==> config.mk <==
export PLATFORM = sky130hd
export DESIGN_NAME = orf_filter
export DESIGN_NICKNAME = d
export VERILOG_FILES = /design/src/common/orf_pkg.sv /design/src/logic/orf_filter.sv
export SDC_FILE = /design/constraint.sdc
export NUM_CORES = 1
export LEC_CHECK = 0
export BUFFER_PORTS_ARGS = -buffer_cell sky130_fd_sc_hd__buf_2
export CAP_MARGIN = 0
export CORE_MARGIN = 2
export CORE_UTILIZATION = 31
export CTS_CLUSTER_DIAMETER = 50
export DETAILED_ROUTE_END_ITERATION = 8
export HOLD_SLACK_MARGIN = 0.06
export PLACE_DENSITY = 0.49
export SYNTH_ARGS = -nofsm -noshare
export SYNTH_HDL_FRONTEND = slang
export SYNTH_SLANG_ARGS = --single-unit
==> constraint.sdc <==
create_clock -name core_clk -period 1.65 [get_ports core_clk]
set_input_delay 0.165 -clock core_clk [delete_from_list [all_inputs] [get_ports core_clk]]
set_output_delay 0.165 -clock core_clk [all_outputs]
set_load 0.02 [all_outputs]
==> src/common/orf_pkg.sv <==
// constants and types for the off-core response event filter
package orf_pkg;
   // configuration word layout
   localparam int ORF_CFG_W   = 38;
   localparam int ORF_REQ_W   = 16;       // request type, bits 15:0
   localparam int ORF_SUP_W   = 15;       // supplier info, bits 30:16
   localparam int ORF_SNP_W   = 7;        // snoop info, bits 37:31
   localparam int ORF_HI_W    = ORF_CFG_W - 32;

   // request bits (position in the request field)
   localparam int DEMAND_DATA_READ_SEL      = 0;
   localparam int DEMAND_OWNERSHIP_READ_SEL = 1;
   localparam int DEMAND_CODE_READ_SEL      = 2;
   localparam int WRITEBACK_SEL             = 3;
   localparam int L2_PREFETCH_DATA_SEL      = 4;
   localparam int L2_PREFETCH_OWNERSHIP_SEL = 5;
   localparam int L2_PREFETCH_CODE_SEL      = 6;
   localparam int L3_PREFETCH_LOAD_SEL      = 7;
   localparam int L3_PREFETCH_OWNERSHIP_SEL = 8;
   localparam int L3_PREFETCH_CODE_SEL      = 9;
   localparam int LOCKED_ACCESS_SEL         = 10;
   localparam int STREAMING_STORE_SEL       = 11;
   localparam int OTHER_REQUEST_SEL         = 15;
   localparam logic [15:0] REQ_DEFINED_MASK = 16'h8FFF;

   // response field bits (position inside the supplier field)
   localparam int RESP_ANY         = 0;   // word bit 16
   localparam int SUPPLIER_UNKNOWN = 1;   // word bit 17
   localparam int L3_HIT_MODIFIED  = 2;
   localparam int L3_HIT_EXCLUSIVE = 3;
   localparam int L3_HIT_SHARED    = 4;
   localparam int L3_HIT_FORWARD   = 5;
   localparam int SUPPLIER_LOCAL   = 6;   // word bit 22
   localparam logic [14:0] SUP_DEFINED_MASK = 15'h007E;

   // snoop field bits (position inside the snoop field)
   localparam int SNOOP_INFO_ABSENT    = 0;   // word bit 31
   localparam int SNOOP_UNNEEDED       = 1;
   localparam int SNOOP_MISSED_ALL     = 2;
   localparam int SNOOP_HIT_NO_FORWARD = 3;
   localparam int SNOOP_REMOTE_FORWARD = 4;
   localparam int SNOOP_MODIFIED_HIT   = 5;
   localparam int TARGET_NON_MEMORY    = 6;   // word bit 37
   localparam logic [6:0] SNP_DEFINED_MASK = 7'h7F;

   // event routing
   localparam logic [7:0] EVT_CODE_CFG0 = 8'hB7;
   localparam logic [7:0] EVT_CODE_CFG1 = 8'hBB;
   localparam logic [7:0] EVT_UMASK     = 8'h01;

   // register map, byte addresses
   localparam int ORF_ADDR_W = 8;
   localparam logic [7:0] ADDR_CFG0_LO = 8'h00;
   localparam logic [7:0] ADDR_CFG0_HI = 8'h04;
   localparam logic [7:0] ADDR_CFG1_LO = 8'h08;
   localparam logic [7:0] ADDR_CFG1_HI = 8'h0C;
   localparam logic [7:0] ADDR_EVSEL0  = 8'h10;   // one word per counter
   localparam logic [7:0] ADDR_STATUS  = 8'h30;
   localparam int EVSEL_EN_BIT = 16;
   localparam int EVSEL_W      = 17;

   // reset values
   localparam logic [37:0] CFG_RESET   = 38'h00_0000_0000;
   localparam logic [16:0] EVSEL_RESET = 17'h0_0000;

   // transaction attributes and configuration share one layout
   typedef struct packed {
      logic [ORF_SNP_W-1:0] snoop;
      logic [ORF_SUP_W-1:0] supp;
      logic [ORF_REQ_W-1:0] req;
   } orf_attr_t;

   // counter event select
   typedef struct packed {
      logic       en;
      logic [7:0] umask;
      logic [7:0] code;
   } orf_evsel_t;
endpackage

==> src/logic/orf_filter.sv <==
// off-core response filter with register port and counter routing
//
// Contract
// [RL1] bit 0 selects demand data reads
// [RL2] bit 1 selects demand ownership reads
// [RL3] bit 2 selects demand code reads
// [RL4] bit 3 selects writebacks
// [RL5] bits 4-6 select second-level prefetches
// [RL6] bits 7-9 select prefetches toward third level
// [RL7] bit 10 locks, bit 11 streaming stores
// [RL8] bit 15 selects all other requests
// [RL9] bit 16 matches any response
// [RL10] bits 17-22 supplier, 30:23 reserved
// [RL11] bits 31-33 snoop absent, unneeded, missed
// [RL12] bit 34 snoop hit without forward
// [RL13] bit 35 remote socket forwarded data
// [RL14] bit 36 snoop found modified line
// [RL15] bit 37 non-memory target address
// [RL16] software sets a request bit first
// [RL17] no request or response, no count
// [RL18] response valid: any, or supplier and snoop
// [RL19] any bit overrides supplier and snoop
// [RL20] several request and response bits allowed
// [RL21] word layout 15:0, 30:16, 37:31
// [RL22] B7/01 uses cfg0, BB/01 uses cfg1
// [RL23] one pulse per matching transaction
//
// Strobed register access and the placing of the registers were left to the implementer.
module orf_filter #(
   parameter int NUM_CNT = 4               // general counters served
) (
   // clock and reset
   input  wire logic                    core_clk,
   input  wire logic                    rst_n,
   // register port
   input  wire logic [7:0]              reg_addr,
   input  wire logic [31:0]             reg_wdata,
   input  wire logic                    reg_wr,
   input  wire logic                    reg_rd,
   output logic      [31:0]             reg_rdata,
   // transaction report from the request tracking logic
   input  wire logic                    txn_valid,
   input  orf_pkg::orf_attr_t           txn_attr,
   // results
   output logic      [1:0]              match_pulse,
   output logic      [NUM_CNT-1:0]      cnt_pulse
);

   // configuration words, one per filter
   orf_pkg::orf_attr_t cfg_r [2];
   // event select per counter
   orf_pkg::orf_evsel_t evsel_r [NUM_CNT];
   // registered results
   logic [1:0]          match_r;
   logic [NUM_CNT-1:0]  cnt_r;
   logic [31:0]         rdata_r;
   // combinational helpers
   logic [1:0]          hit_now;
   logic [1:0]          cfg_ok;

   // request side: any selected, defined class of this transaction
   function automatic logic req_hit(input orf_pkg::orf_attr_t c,
                                    input orf_pkg::orf_attr_t t);
      logic [orf_pkg::ORF_REQ_W-1:0] shared_req;   // overlap of both words
      shared_req = c.req & t.req;
      // reserved bits 14:12 are left out, so they never select anything
      req_hit = shared_req[orf_pkg::DEMAND_DATA_READ_SEL]          // [RL1]
              | shared_req[orf_pkg::DEMAND_OWNERSHIP_READ_SEL]     // [RL2]
              | shared_req[orf_pkg::DEMAND_CODE_READ_SEL]          // [RL3]
              | shared_req[orf_pkg::WRITEBACK_SEL]                 // [RL4]
              | shared_req[orf_pkg::L2_PREFETCH_DATA_SEL]          // [RL5]
              | shared_req[orf_pkg::L2_PREFETCH_OWNERSHIP_SEL]     // [RL5]
              | shared_req[orf_pkg::L2_PREFETCH_CODE_SEL]          // [RL5]
              | shared_req[orf_pkg::L3_PREFETCH_LOAD_SEL]          // [RL6]
              | shared_req[orf_pkg::L3_PREFETCH_OWNERSHIP_SEL]     // [RL6]
              | shared_req[orf_pkg::L3_PREFETCH_CODE_SEL]          // [RL6]
              | shared_req[orf_pkg::LOCKED_ACCESS_SEL]             // [RL7]
              | shared_req[orf_pkg::STREAMING_STORE_SEL]           // [RL7]
              | shared_req[orf_pkg::OTHER_REQUEST_SEL];            // [RL8]
   endfunction

   // response side: any, else supplier and snoop both overlap
   function automatic logic resp_hit(input orf_pkg::orf_attr_t c,
                                     input orf_pkg::orf_attr_t t);
      logic sup;
      logic snp;
      logic [orf_pkg::ORF_SNP_W-1:0] shared_snp;   // snoop overlap
      sup = |(c.supp & t.supp & orf_pkg::SUP_DEFINED_MASK); // [RL10]
      shared_snp = c.snoop & t.snoop;
      snp = shared_snp[orf_pkg::SNOOP_INFO_ABSENT]          // [RL11]
          | shared_snp[orf_pkg::SNOOP_UNNEEDED]             // [RL11]
          | shared_snp[orf_pkg::SNOOP_MISSED_ALL]           // [RL11]
          | shared_snp[orf_pkg::SNOOP_HIT_NO_FORWARD]       // [RL12]
          | shared_snp[orf_pkg::SNOOP_REMOTE_FORWARD]       // [RL13]
          | shared_snp[orf_pkg::SNOOP_MODIFIED_HIT]         // [RL14]
          | shared_snp[orf_pkg::TARGET_NON_MEMORY];         // [RL15]
      // the any bit short-circuits the other two fields
      resp_hit = c.supp[orf_pkg::RESP_ANY] | (sup & snp); // [RL9][RL19]
   endfunction

   // a word is usable only with a request bit and a valid response
   function automatic logic cfg_valid(input orf_pkg::orf_attr_t c);
      logic rq;
      logic rs;
      rq = |(c.req & orf_pkg::REQ_DEFINED_MASK); // [RL16][RL17]
      rs = c.supp[orf_pkg::RESP_ANY]
         | (|(c.supp & orf_pkg::SUP_DEFINED_MASK)
            & |(c.snoop & orf_pkg::SNP_DEFINED_MASK)); // [RL18]
      cfg_valid = rq & rs;
   endfunction

   // which filter a counter follows, none when code or mask differ
   function automatic logic [1:0] route(input orf_pkg::orf_evsel_t e);
      logic ok;
      ok = e.en & (e.umask == orf_pkg::EVT_UMASK);
      route = {ok & (e.code == orf_pkg::EVT_CODE_CFG1),
               ok & (e.code == orf_pkg::EVT_CODE_CFG0)}; // [RL22]
   endfunction

   // low word of a configuration, field order fixed by the struct
   function automatic logic [31:0] cfg_lo(input orf_pkg::orf_attr_t c);
      cfg_lo = c[31:0]; // [RL21]
   endfunction

   // high word, bits 37:32 in the low bits, rest read zero
   function automatic logic [31:0] cfg_hi(input orf_pkg::orf_attr_t c);
      cfg_hi = {{(32 - orf_pkg::ORF_HI_W){1'b0}},
                c[orf_pkg::ORF_CFG_W-1:32]};
   endfunction

   // evaluate both filters against the reported transaction
   always_comb begin
      for (int k = 0; k < 2; k++) begin
         cfg_ok[k]  = cfg_valid(cfg_r[k]);
         // several bits may overlap; the OR folds them to one hit
         hit_now[k] = txn_valid & cfg_ok[k]
                    & req_hit(cfg_r[k], txn_attr)
                    & resp_hit(cfg_r[k], txn_attr); // [RL17][RL20]
      end
   end

   // configuration writes; each word split over two bus words
   always_ff @(posedge core_clk or negedge rst_n) begin
      if (!rst_n) begin
         cfg_r[0] <= orf_pkg::CFG_RESET;
         cfg_r[1] <= orf_pkg::CFG_RESET;
      end else if (reg_wr) begin
         unique case (reg_addr)
            orf_pkg::ADDR_CFG0_LO: begin
               cfg_r[0][31:0] <= reg_wdata;
            end
            orf_pkg::ADDR_CFG0_HI: begin
               cfg_r[0][37:32] <= reg_wdata[orf_pkg::ORF_HI_W-1:0];
            end
            orf_pkg::ADDR_CFG1_LO: begin
               cfg_r[1][31:0] <= reg_wdata;
            end
            orf_pkg::ADDR_CFG1_HI: begin
               cfg_r[1][37:32] <= reg_wdata[orf_pkg::ORF_HI_W-1:0];
            end
            default: begin
               // other addresses leave the words alone
            end
         endcase
      end
   end

   // event select writes, one word per counter
   always_ff @(posedge core_clk or negedge rst_n) begin
      if (!rst_n) begin
         for (int i = 0; i < NUM_CNT; i++) begin
            evsel_r[i] <= orf_pkg::EVSEL_RESET;
         end
      end else if (reg_wr) begin
         for (int i = 0; i < NUM_CNT; i++) begin
            // word i sits at the base plus four times i
            if (reg_addr == orf_pkg::ADDR_EVSEL0 + 8'(4 * i)) begin
               evsel_r[i] <= reg_wdata[orf_pkg::EVSEL_W-1:0];
            end
         end
      end
   end

   // filter hits, one cycle after the report
   always_ff @(posedge core_clk or negedge rst_n) begin
      if (!rst_n) begin
         match_r <= 2'h0;
      end else begin
         match_r <= hit_now; // [RL23]
      end
   end

   // counter pulses: one per transaction however many bits hit
   always_ff @(posedge core_clk or negedge rst_n) begin
      if (!rst_n) begin
         cnt_r <= '0;
      end else begin
         for (int i = 0; i < NUM_CNT; i++) begin
            // a counter follows at most one filter, so no double count
            cnt_r[i] <= |(route(evsel_r[i]) & hit_now); // [RL22][RL23]
         end
      end
   end

   // read data, valid only in the cycle after the strobe
   always_ff @(posedge core_clk or negedge rst_n) begin
      if (!rst_n) begin
         rdata_r <= 32'h0000_0000;
      end else if (reg_rd) begin
         rdata_r <= 32'h0000_0000;
         unique case (reg_addr)
            orf_pkg::ADDR_CFG0_LO: rdata_r <= cfg_lo(cfg_r[0]);
            orf_pkg::ADDR_CFG0_HI: rdata_r <= cfg_hi(cfg_r[0]);
            orf_pkg::ADDR_CFG1_LO: rdata_r <= cfg_lo(cfg_r[1]);
            orf_pkg::ADDR_CFG1_HI: rdata_r <= cfg_hi(cfg_r[1]);
            // status: validity per filter and last hit per filter
            orf_pkg::ADDR_STATUS:
               rdata_r <= {28'h000_0000, match_r, cfg_ok};
            default: begin
               for (int i = 0; i < NUM_CNT; i++) begin
                  if (reg_addr == orf_pkg::ADDR_EVSEL0 + 8'(4 * i)) begin
                     rdata_r <= {15'h0000, evsel_r[i]};
                  end
               end
            end
         endcase
      end else begin
         // zero between reads keeps stale data off the bus
         rdata_r <= 32'h0000_0000;
      end
   end

   // outputs straight from flip-flops
   assign reg_rdata   = rdata_r;
   assign match_pulse = match_r;
   assign cnt_pulse   = cnt_r;

   // ------------------------------------------------------------------
   // checks beside the logic
   // ------------------------------------------------------------------

   // a counter pulse only follows a reported transaction
   a_pulse_has_txn: assert property ( // [RL23]
      @(posedge core_clk) disable iff (!rst_n)
      |cnt_r |-> $past(txn_valid))
      else $error("counter pulse without a transaction");

   // a filter hit needs a defined request bit set a cycle before
   a_hit_needs_req: assert property ( // [RL17][RL16]
      @(posedge core_clk) disable iff (!rst_n)
      match_r[0] |->
         $past(|(cfg_r[0].req & orf_pkg::REQ_DEFINED_MASK)))
      else $error("filter hit with empty request field");

   // a filter hit needs a valid response pattern
   a_hit_needs_resp: assert property ( // [RL18]
      @(posedge core_clk) disable iff (!rst_n)
      match_r[1] |-> $past(cfg_valid(cfg_r[1])))
      else $error("filter hit with invalid response pattern");

   // any bit plus overlapping request always hits
   a_any_overrides: assert property ( // [RL19][RL9][RL1][RL8][RL20]
      @(posedge core_clk) disable iff (!rst_n)
      (txn_valid && cfg_r[0].supp[orf_pkg::RESP_ANY]
       && |(cfg_r[0].req & txn_attr.req & orf_pkg::REQ_DEFINED_MASK))
      |=> match_r[0])
      else $error("any-response word failed to hit");

   // reserved request bits alone never hit
   a_req_reserved: assert property ( // [RL21][RL7]
      @(posedge core_clk) disable iff (!rst_n)
      (txn_valid && !(|(txn_attr.req & orf_pkg::REQ_DEFINED_MASK)))
      |=> !match_r[0] && !match_r[1])
      else $error("reserved request bits produced a hit");

   // without any, a snoop mismatch blocks a supplier match
   a_snoop_and: assert property ( // [RL11][RL12][RL13][RL14][RL15]
      @(posedge core_clk) disable iff (!rst_n)
      (txn_valid && !cfg_r[0].supp[orf_pkg::RESP_ANY]
       && !(|(cfg_r[0].snoop & txn_attr.snoop)))
      |=> !match_r[0])
      else $error("hit without snoop overlap");

   // reserved supplier bits never stand in for supplier info
   a_supp_reserved: assert property ( // [RL10]
      @(posedge core_clk) disable iff (!rst_n)
      (txn_valid && !cfg_r[1].supp[orf_pkg::RESP_ANY]
       && !(|(txn_attr.supp & orf_pkg::SUP_DEFINED_MASK)))
      |=> !match_r[1])
      else $error("reserved supplier bits produced a hit");

   // counter 0 routed to the second word follows its hits
   a_route_second: assert property ( // [RL22]
      @(posedge core_clk) disable iff (!rst_n)
      (route(evsel_r[0]) == 2'b10 && hit_now[1])
      |=> cnt_r[0] ##1 !cnt_r[0] || $past(hit_now[1]))
      else $error("counter 0 missed a second-filter hit");

   // a disabled counter never pulses
   a_disabled_quiet: assert property ( // [RL22]
      @(posedge core_clk) disable iff (!rst_n)
      !evsel_r[0].en |=> !cnt_r[0])
      else $error("disabled counter pulsed");

   // status read returns validity flags one cycle later
   a_status_read: assert property (
      @(posedge core_clk) disable iff (!rst_n)
      (reg_rd && reg_addr == orf_pkg::ADDR_STATUS)
      |=> reg_rdata[1:0] == $past(cfg_ok) && reg_rdata[31:4] == 28'h0)
      else $error("status read data wrong");

   // outside a read the data lines rest at zero
   a_rdata_idle: assert property ( // [RL21]
      @(posedge core_clk) disable iff (!rst_n)
      !reg_rd |=> reg_rdata == 32'h0000_0000)
      else $error("read data not zero outside a read");

   // the upper half of word 1 reads back in the low six bits
   a_hi_readback: assert property ( // [RL21]
      @(posedge core_clk) disable iff (!rst_n)
      (reg_rd && reg_addr == orf_pkg::ADDR_CFG1_HI)
      |=> reg_rdata == {26'h0, $past(cfg_r[1][37:32])})
      else $error("upper configuration half read back wrong");

   // a low-half write lands whole in word 1
   a_lo_write: assert property ( // [RL21]
      @(posedge core_clk) disable iff (!rst_n)
      (reg_wr && reg_addr == orf_pkg::ADDR_CFG1_LO)
      |=> cfg_r[1][31:0] == $past(reg_wdata))
      else $error("low configuration half not written");

   // an upper-half write keeps only six bits
   a_hi_write: assert property ( // [RL21]
      @(posedge core_clk) disable iff (!rst_n)
      (reg_wr && reg_addr == orf_pkg::ADDR_CFG0_HI)
      |=> cfg_r[0][37:32] == $past(reg_wdata[orf_pkg::ORF_HI_W-1:0]))
      else $error("upper configuration half not written");

   // no report, no hit on either word
   a_no_txn_quiet: assert property ( // [RL23]
      @(posedge core_clk) disable iff (!rst_n)
      !txn_valid |=> match_r == 2'h0)
      else $error("filter hit without a transaction");

   // a word with an empty request field never hits
   a_empty_req_quiet: assert property ( // [RL17]
      @(posedge core_clk) disable iff (!rst_n)
      !(|(cfg_r[1].req & orf_pkg::REQ_DEFINED_MASK)) |=> !match_r[1])
      else $error("hit from a word without request bits");

   // without any, a word with no snoop bit never hits
   a_empty_snoop_quiet: assert property ( // [RL18]
      @(posedge core_clk) disable iff (!rst_n)
      (!cfg_r[1].supp[orf_pkg::RESP_ANY] && cfg_r[1].snoop == '0)
      |=> !match_r[1])
      else $error("hit from a word without snoop bits");

   // without any, a word with no defined supplier bit never hits
   a_empty_supp_quiet: assert property ( // [RL18][RL10]
      @(posedge core_clk) disable iff (!rst_n)
      (!cfg_r[0].supp[orf_pkg::RESP_ANY]
       && !(|(cfg_r[0].supp & orf_pkg::SUP_DEFINED_MASK)))
      |=> !match_r[0])
      else $error("hit from a word without supplier bits");

   // overlap in request, supplier and snoop always hits
   a_full_overlap: assert property ( // [RL18][RL20]
      @(posedge core_clk) disable iff (!rst_n)
      (txn_valid
       && |(cfg_r[1].req & txn_attr.req & orf_pkg::REQ_DEFINED_MASK)
       && |(cfg_r[1].supp & txn_attr.supp & orf_pkg::SUP_DEFINED_MASK)
       && |(cfg_r[1].snoop & txn_attr.snoop))
      |=> match_r[1])
      else $error("fully overlapping transaction missed");

   // a counter on word 0 pulses exactly with word 0's hits
   a_route_first: assert property ( // [RL22][RL23]
      @(posedge core_clk) disable iff (!rst_n)
      (evsel_r[1].en && evsel_r[1].umask == orf_pkg::EVT_UMASK
       && evsel_r[1].code == orf_pkg::EVT_CODE_CFG0)
      |=> cnt_r[1] == match_r[0])
      else $error("counter 1 out of step with word 0");

   // a wrong unit mask keeps a counter silent
   a_umask_quiet: assert property ( // [RL22]
      @(posedge core_clk) disable iff (!rst_n)
      evsel_r[3].umask != orf_pkg::EVT_UMASK |=> !cnt_r[3])
      else $error("counter 3 pulsed with a wrong unit mask");

endmodule

==> impl_metrics.csv, run 1 <==
group,metric,value,unit
die,die_h,168,µm
detailed_routing,ant_nets,0,
sta,hold_viol_final,0,
setup_path,crit_fanout,5,
power_and_ir_drop,peakVddDrop,0.766,mV
clock_tree,cts_sinks,182,
sta,timing.final.crit_share,105,%
logic_synthesis,syn_area,0.00833,mm²
global_route,antenna_found_initial,1,
final_layout,layout-drive-gt1-share,49.3,%
run,drv_cap,0,
placement,place_congestion,0.861,
power_and_ir_drop,comb_power_share,10.3,%
logic_synthesis,ys_seq_area_share,54.7,%
worst_hold_path,worstHoldPathType,"primary input to flip-flop",
logic_synthesis,synth_area_leaders,"dfrtp_1 (55%), mux2_2 (16%), mux2_4 (5.4%)",
setup_path,crit_arrival,2.04,ns
power_and_ir_drop,p_int,7.14,mW
setup_path,critPathLaunchType,"flip-flop",
power_and_ir_drop,switching_share,26.2,%
final_layout,nets,885,
placement,dpl_cell_area,0.00992,mm²
clock_tree,clk_pin_slew_worst_paths,0.07,ns
power_and_ir_drop,p_seq_share,49.4,%
die,die_w,168,µm
sta,layout_min_cycle_time,1.73,ns
detailed_routing,routed_via_density,5.24,
clock_tree,cts.path.max_buffers,2,
final_layout,num-fill-cells,2445,
detailed_routing,route.detailed.drc,0,
logic_synthesis,yosys_register_bits,182,
setup_path,slowest_delay,0.43,ns
final_layout,register_area,0.00455,mm²
logic_synthesis,syn_area_per_cell,13.8,µm²
final_layout,area_delta_synth_final,29.1,%
sta,relSlewSlack,65.2,%
sta,finalSetupViolations,1,
sta,rsz0062_at_grt,"true",
global_route,grt_pass1_vias,6358,
final_layout,final_common_cell,"dfrtp_1",
clock_tree,insertion_delay,0.44,ns
setup_path,cp-end-kind,"flip-flop",
clock_tree,cts_root_buf,"clkbuf_16",
final_layout,multi_input_area,0.00369,mm²
logic_synthesis,ys_warn_count,0,
detailed_routing,vias,6036,
setup_path,worstPathCellList,"buf_4, a222oi_1, nand3_1, a21o_1, nand4_1, a2111oi_4",
placement,port_buffers,108,
setup_path,critPathBufInv,1,
power_and_ir_drop,p_leak,5.24,nW
die,dieArea,0.0282,mm²
logic_synthesis,synthCells,605,
setup_path,crit_type,"flip-flop to flip-flop",
logic_synthesis,synth_area_leader_cell,"dfrtp_1",
power_and_ir_drop,p_per_area,900,mW/mm²
logic_synthesis,ys_types,45,
final_layout,final_area,0.0108,mm²
setup_path,path_delay_family,"compound AO/OA/AOI/OAI gates",
sta,drv_slew,0,
global_route,grt_overflow,0,
clock_tree,cts_tree,"built",
final_layout,most-common-layout-cells,"dfrtp_1 (182), mux2_2 (118), buf_2 (107)",
detailed_routing,routed_wl,24.4,mm
clock_tree,numCtsBuffers,17,
logic_synthesis,synth_top_area_share,54.7,%
detailed_routing,drt_iter0_drc,516,
power_and_ir_drop,finalPower,9.68,mW
status,status,"complete, but fails checks",
logic_synthesis,syn-num-nets,688,
placement,dp_slack,-0.176,ns
global_route,grtUsageTotal,17.8,%
power_and_ir_drop,clkPwrFrac,40.3,%
sta,fmax,580,MHz
detailed_routing,avgRoutedWirePerCell,21.2,µm
sta,setup_tns,-0.0751,ns
sta,clock_skew,0.00908,ns
die,initial_core_util,31.8,%
clock_tree,cts_max_level,4,
setup_path,crit_path_top_delay_cell,"a2111oi_4",
status,failed_checks,"setup timing",
detailed_routing,dr.pass1.iters,5,
sta,setup_ws,-0.0751,ns
setup_path,cp.required,1.96,ns
power_and_ir_drop,switchingPower,2.54,mW
die,pin_count,121,
global_route,grt_pass1_wl,38.3,mm
global_route,grt_max_degree,52,
die,coreArea,0.0262,mm²
placement,hpwl,17.8,mm
die,num_rows,59,
sta,tightest_slew,0.522,ns
-- layer usage --
metal / wire length (µm) / up-vias / GRT usage (%)
li1: - / 2715 / -
met1: 11500 / 3117 / 25.2
met2: 11300 / 172 / 27.7
met3: 1230 / 32 / 3.41
met4: 493 / 0 / 5.71
met5: 0 / - / 0
-- worst reg2reg max path, cell delays in order, from the launching register on --
cell and delay [ns]:
dfrtp_1 0.37, buf_4 0.13, a222oi_1 0.06, nand3_1 0.14, a21o_1 0.26, nand4_1 0.21
a2111oi_4 0.43
-- layout make-up --
class	count	share of cell area, %
well taps	335	3.90
multi-input cells	394	34.4
repair buffers	206	14.2
clock inverters	13	1.06
flip-flops and latches	182	42.4
inverters	1	0.0349
clock buffers	18	4.09
diodes	2	0.0466
-- per-stage QoR --
step | util [%] | instances | hold WS, ns
floorplan | - | 605 | -0.131
global placement | 37.8 | 1100 | 0.159
detailed placement | 37.8 | 1100 | 0.164
CTS | 40.9 | 1149 | 0.0691
global route | 41.0 | 1149 | 0.0802
finish | 41.0 | 1151 | 0.0742
-- power groups by stage --
stage	Sequential, mW	Clock (mW)	Combinational (mW)
final	4.78	3.90	0.999
after global routing	4.80	4.15	1.09
after CTS	4.77	3.97	1.00
after detailed placement	4.86	0	0.948
after global placement	4.85	0	0.927
after floorplan	4.81	0	0.422
-- kinds of logic after synthesis --
kind of cell / after synthesis / synth area share (%)
flip-flops: 182 / 54.7
multiplexers: 165 / 25.7
AND/OR/NAND/NOR: 129 / 9.03
AO/OA/AOI/OAI: 100 / 8.75
buffers and inverters: 29 / 1.85
-- what timing repair did --
| item | in CTS | in global routing |
|---|---|---|
| setup endpoints to repair | 5 | 7 |
| buffers inserted | 1 | 0 |
| pin swaps | 14 | 8 |
| endpoints found under the hold margin | 96 | 0 |
| hold buffers | 21 | 0 |
| gates resized for setup | 15 | 5 |
-- state kept, by name, indices dropped and copies added, names as in the netlist --
signal	cells
cfg_r	76
reg_rdata	32
cnt_pulse	4
evsel_r	68
match_pulse	2
-- path summary, 6_finish.rpt --
| kind | from | to | slack [ns] | depth (start not counted) |
|---|---|---|---|---|
| setup / recovery | cfg_r[35] | cnt_pulse[1] | -0.08 | 6 |
| setup reg to reg | cfg_r[35] | cnt_pulse[1] | -0.08 | 6 |
| hold reg to reg | cfg_r[68] | cfg_r[68] | 0.51 | 1 |
| min in group asynchronous | rst_n | evsel_r[35] | 0.26 | 2 |
| hold / removal | reg_wdata[7] | evsel_r[7] | 0.07 | 2 |
| max in group asynchronous | rst_n | cfg_r[14] | 0.72 | 3 |
-- cells in the mapped netlist (all sizes together) --
cell	n
a2111oi	4
a21o	4
a21oi	18
a222oi	4
a22o	4
a22oi	52
a2bb2oi	2
a311oi	2
a31oi	2
a32o	2
and2	2
and3	7
buf	21
clkbuf	7
clkinv	1
dfrtp	182
mux2	148
mux2i	2
mux4	15
nand2	22
nand3	16
nand3b	2
nand4	12
nand4b	5
nor2	26
nor2b	10
nor3	6
nor4	13
nor4b	4
o21a	4
o21ai	2
or2	2
or3	1
or4	1
(Power assumes the default switching activity.)
==> run 2: changes to the inputs <==
- BUFFER_PORTS_ARGS: -buffer_cell sky130_fd_sc_hd__buf_2 -> unset
- CTS_BUF_LIST: unset -> sky130_fd_sc_hd__clkbuf_8 sky130_fd_sc_hd__clkbuf_16
- DONT_BUFFER_PORTS: unset -> 1
- PLACE_DENSITY: 0.49 -> 0.45
==> impl_metrics.csv, run 2 (synthesis results as in run 1) <==
group,metric,value,unit
clock_tree,clk_pin_slew_worst_paths,0.07,ns
sta,finalSetupViolations,1,
detailed_routing,routed_via_density,5.45,
placement,hpwl,17.4,mm
power_and_ir_drop,peakVddDrop,0.787,mV
final_layout,layout-drive-gt1-share,41.1,%
power_and_ir_drop,finalPower,9.79,mW
run,drv_cap,0,
sta,relSlewSlack,65.2,%
clock_tree,cts_root_buf,"clkbuf_16",
clock_tree,cts_max_level,4,
placement,port_buffers,0,
die,initial_core_util,31.8,%
final_layout,most-common-layout-cells,"dfrtp_1 (181), mux2_2 (118), buf_4 (69)",
setup_path,r2r_slack,-0.03,ns
global_route,grt_pass1_wl,38.1,mm
detailed_routing,routed_wl,24.9,mm
clock_tree,numCtsBuffers,17,
placement,dpl_cell_area,0.00929,mm²
worst_hold_path,worstHoldPathType,"primary input to asynchronous set/reset pin",
setup_path,r2r_end,"cnt_pulse[1]",
die,pin_count,121,
detailed_routing,dr.pass1.iters,5,
final_layout,regMostFlops,"cfg_r",
die,die_w,168,µm
final_layout,final_common_cell,"dfrtp_1",
placement,place_congestion,0.852,
sta,rsz0062_at_grt,"true",
clock_tree,hold_buffers,34,
power_and_ir_drop,p_per_area,948,mW/mm²
detailed_routing,ant_nets,0,
sta,fin_hold_ws,-0.576,ns
sta,fmax,594,MHz
detailed_routing,vias,5756,
sta,drv_slew,0,
global_route,grt_max_degree,183,
detailed_routing,routed-wl-met2,11.3,mm
sta,layout_min_cycle_time,1.68,ns
sta,tightest_slew,0.520,ns
setup_path,cp.required,1.96,ns
global_route,antenna_found_initial,1,
clock_tree,insertion_delay,0.44,ns
detailed_routing,wl_met3,1.37,mm
setup_path,cp-end-kind,"flip-flop",
final_layout,final_area,0.0103,mm²
status,status,"complete, but fails checks",
status,failed_checks,"hold timing, setup timing",
final_layout,stdcell_count,1057,
detailed_routing,drt_iter0_drc,418,
global_route,grtUsageTotal,18.0,%
die,dieArea,0.0282,mm²
global_route,grt_pass1_vias,6074,
sta,hold_viol_final,182,
setup_path,crit_fanout,5,
setup_path,reg2reg_from,"cfg_r[38]",
placement,dp.cells,989,
final_layout,largest_reg_flops,76,
setup_path,reg2reg_depth,5,
clock_tree,cts_tree,"built",
die,num_rows,59,
final_layout,num-fill-cells,2418,
power_and_ir_drop,p_leak,4.85,nW
setup_path,critPathLaunchType,"flip-flop",
detailed_routing,avgRoutedWirePerCell,23.5,µm
final_layout,nets,791,
clock_tree,cts.path.max_buffers,2,
die,die_h,168,µm
sta,setup_ws,-0.0346,ns
clock_tree,cts_sinks,182,
global_route,grt_overflow,0,
detailed_routing,topRoutingLayerUsed,"met4",
detailed_routing,route.detailed.drc,0,
setup_path,crit_arrival,1.99,ns
final_layout,area_delta_synth_final,24.1,%
detailed_routing,wl_met1,11.4,mm
setup_path,crit_type,"flip-flop to flip-flop",
sta,clock_skew,0.0144,ns
die,coreArea,0.0262,mm²
sta,timing.final.crit_share,102,%
run 2: cell types whose count changed in the layout (fill, tap and decap cells not counted), moves of 3 or more:
cell / change
buf_6: -4
inv_1: +3
inv_8: -3
bufinv_16: +3
buf_2: -107
clkinvlp_4: -4
buf_4: +9
dlygate4sd3_1: +13
buf_12: -5
run 2: how the worst max path moves through the flow:
stage	start	endpoint	slack (ns)	cells after the start
6_report	cfg_r[38]	cnt_pulse[1]	-0.03	5
5_1_grt	cfg_r[55]	cnt_pulse[1]	-0.09	5
4_1_cts	cfg_r[37]	cnt_pulse[1]	-0.006	6
3_5_place_dp	cfg_r[18]	cnt_pulse[1]	-0.29	5
3_3_place_gp	cfg_r[18]	cnt_pulse[1]	-0.20	5
2_1_floorplan	reg_addr[1]	evsel_r[10]	-0.02	5
run 2: per-layer routing:
metal / vias to the layer above / track usage (%)
met4: 0 / 6.69
met2: 164 / 27.8
li1: 2529 / -
met5: - / 0
met3: 47 / 4.89
met1: 3016 / 24.2
run 2: final cells by class:
type	instances	area [µm²]	area share, %
Clock buffer	17	425	4.12
Inverter	1	3.75	0.0363
Tap cell	335	419	4.06
Sequential cell	182	4560	44.1
Multi-Input combinational cell	394	3710	35.9
Clock inverter	15	178	1.72
Antenna cell	1	2.50	0.0242
Timing Repair Buffer	112	1040	10.1
run 2: timing repair:
| item | 4_1_cts | 5_1_grt |
|---|---|---|
| setup endpoints to repair | 5 | 4 |
| gates resized for setup | 9 | 13 |
| endpoints found under the hold margin | 328 | 182 |
| buffers inserted | 0 | 1 |
| cloned | 0 | 0 |
| pin swaps | 2 | 11 |
run 2: power breakdown:
part	switching, mW	internal (mW)	total (mW)
clock	1.83	2.40	4.23
sequential	0.148	4.63	4.78
combinational	0.337	0.444	0.781
run 2: stage by stage:
stage | TNS (ns) | setup slack, ns | hold slack (ns) | util [%]
global placement | -0.794 | -0.204 | -0.120 | 35.4
floorplan | -0.241 | -0.0241 | -0.131 | -
finish | -0.0346 | -0.0346 | -0.576 | 39.4
global route | -0.0867 | -0.0867 | -0.594 | 39.4
detailed placement | -1.17 | -0.290 | -0.119 | 35.4
CTS | -0.00583 | -0.00583 | -0.580 | 39.2
run 2: worst max-delay path: stages (launching register included):
cell and delay [ns]:
dfrtp_1 0.43, a222oi_1 0.37, nand3_1 0.18, o21a_2 0.31, nand4_1 0.17, a2111oi_4 0.10
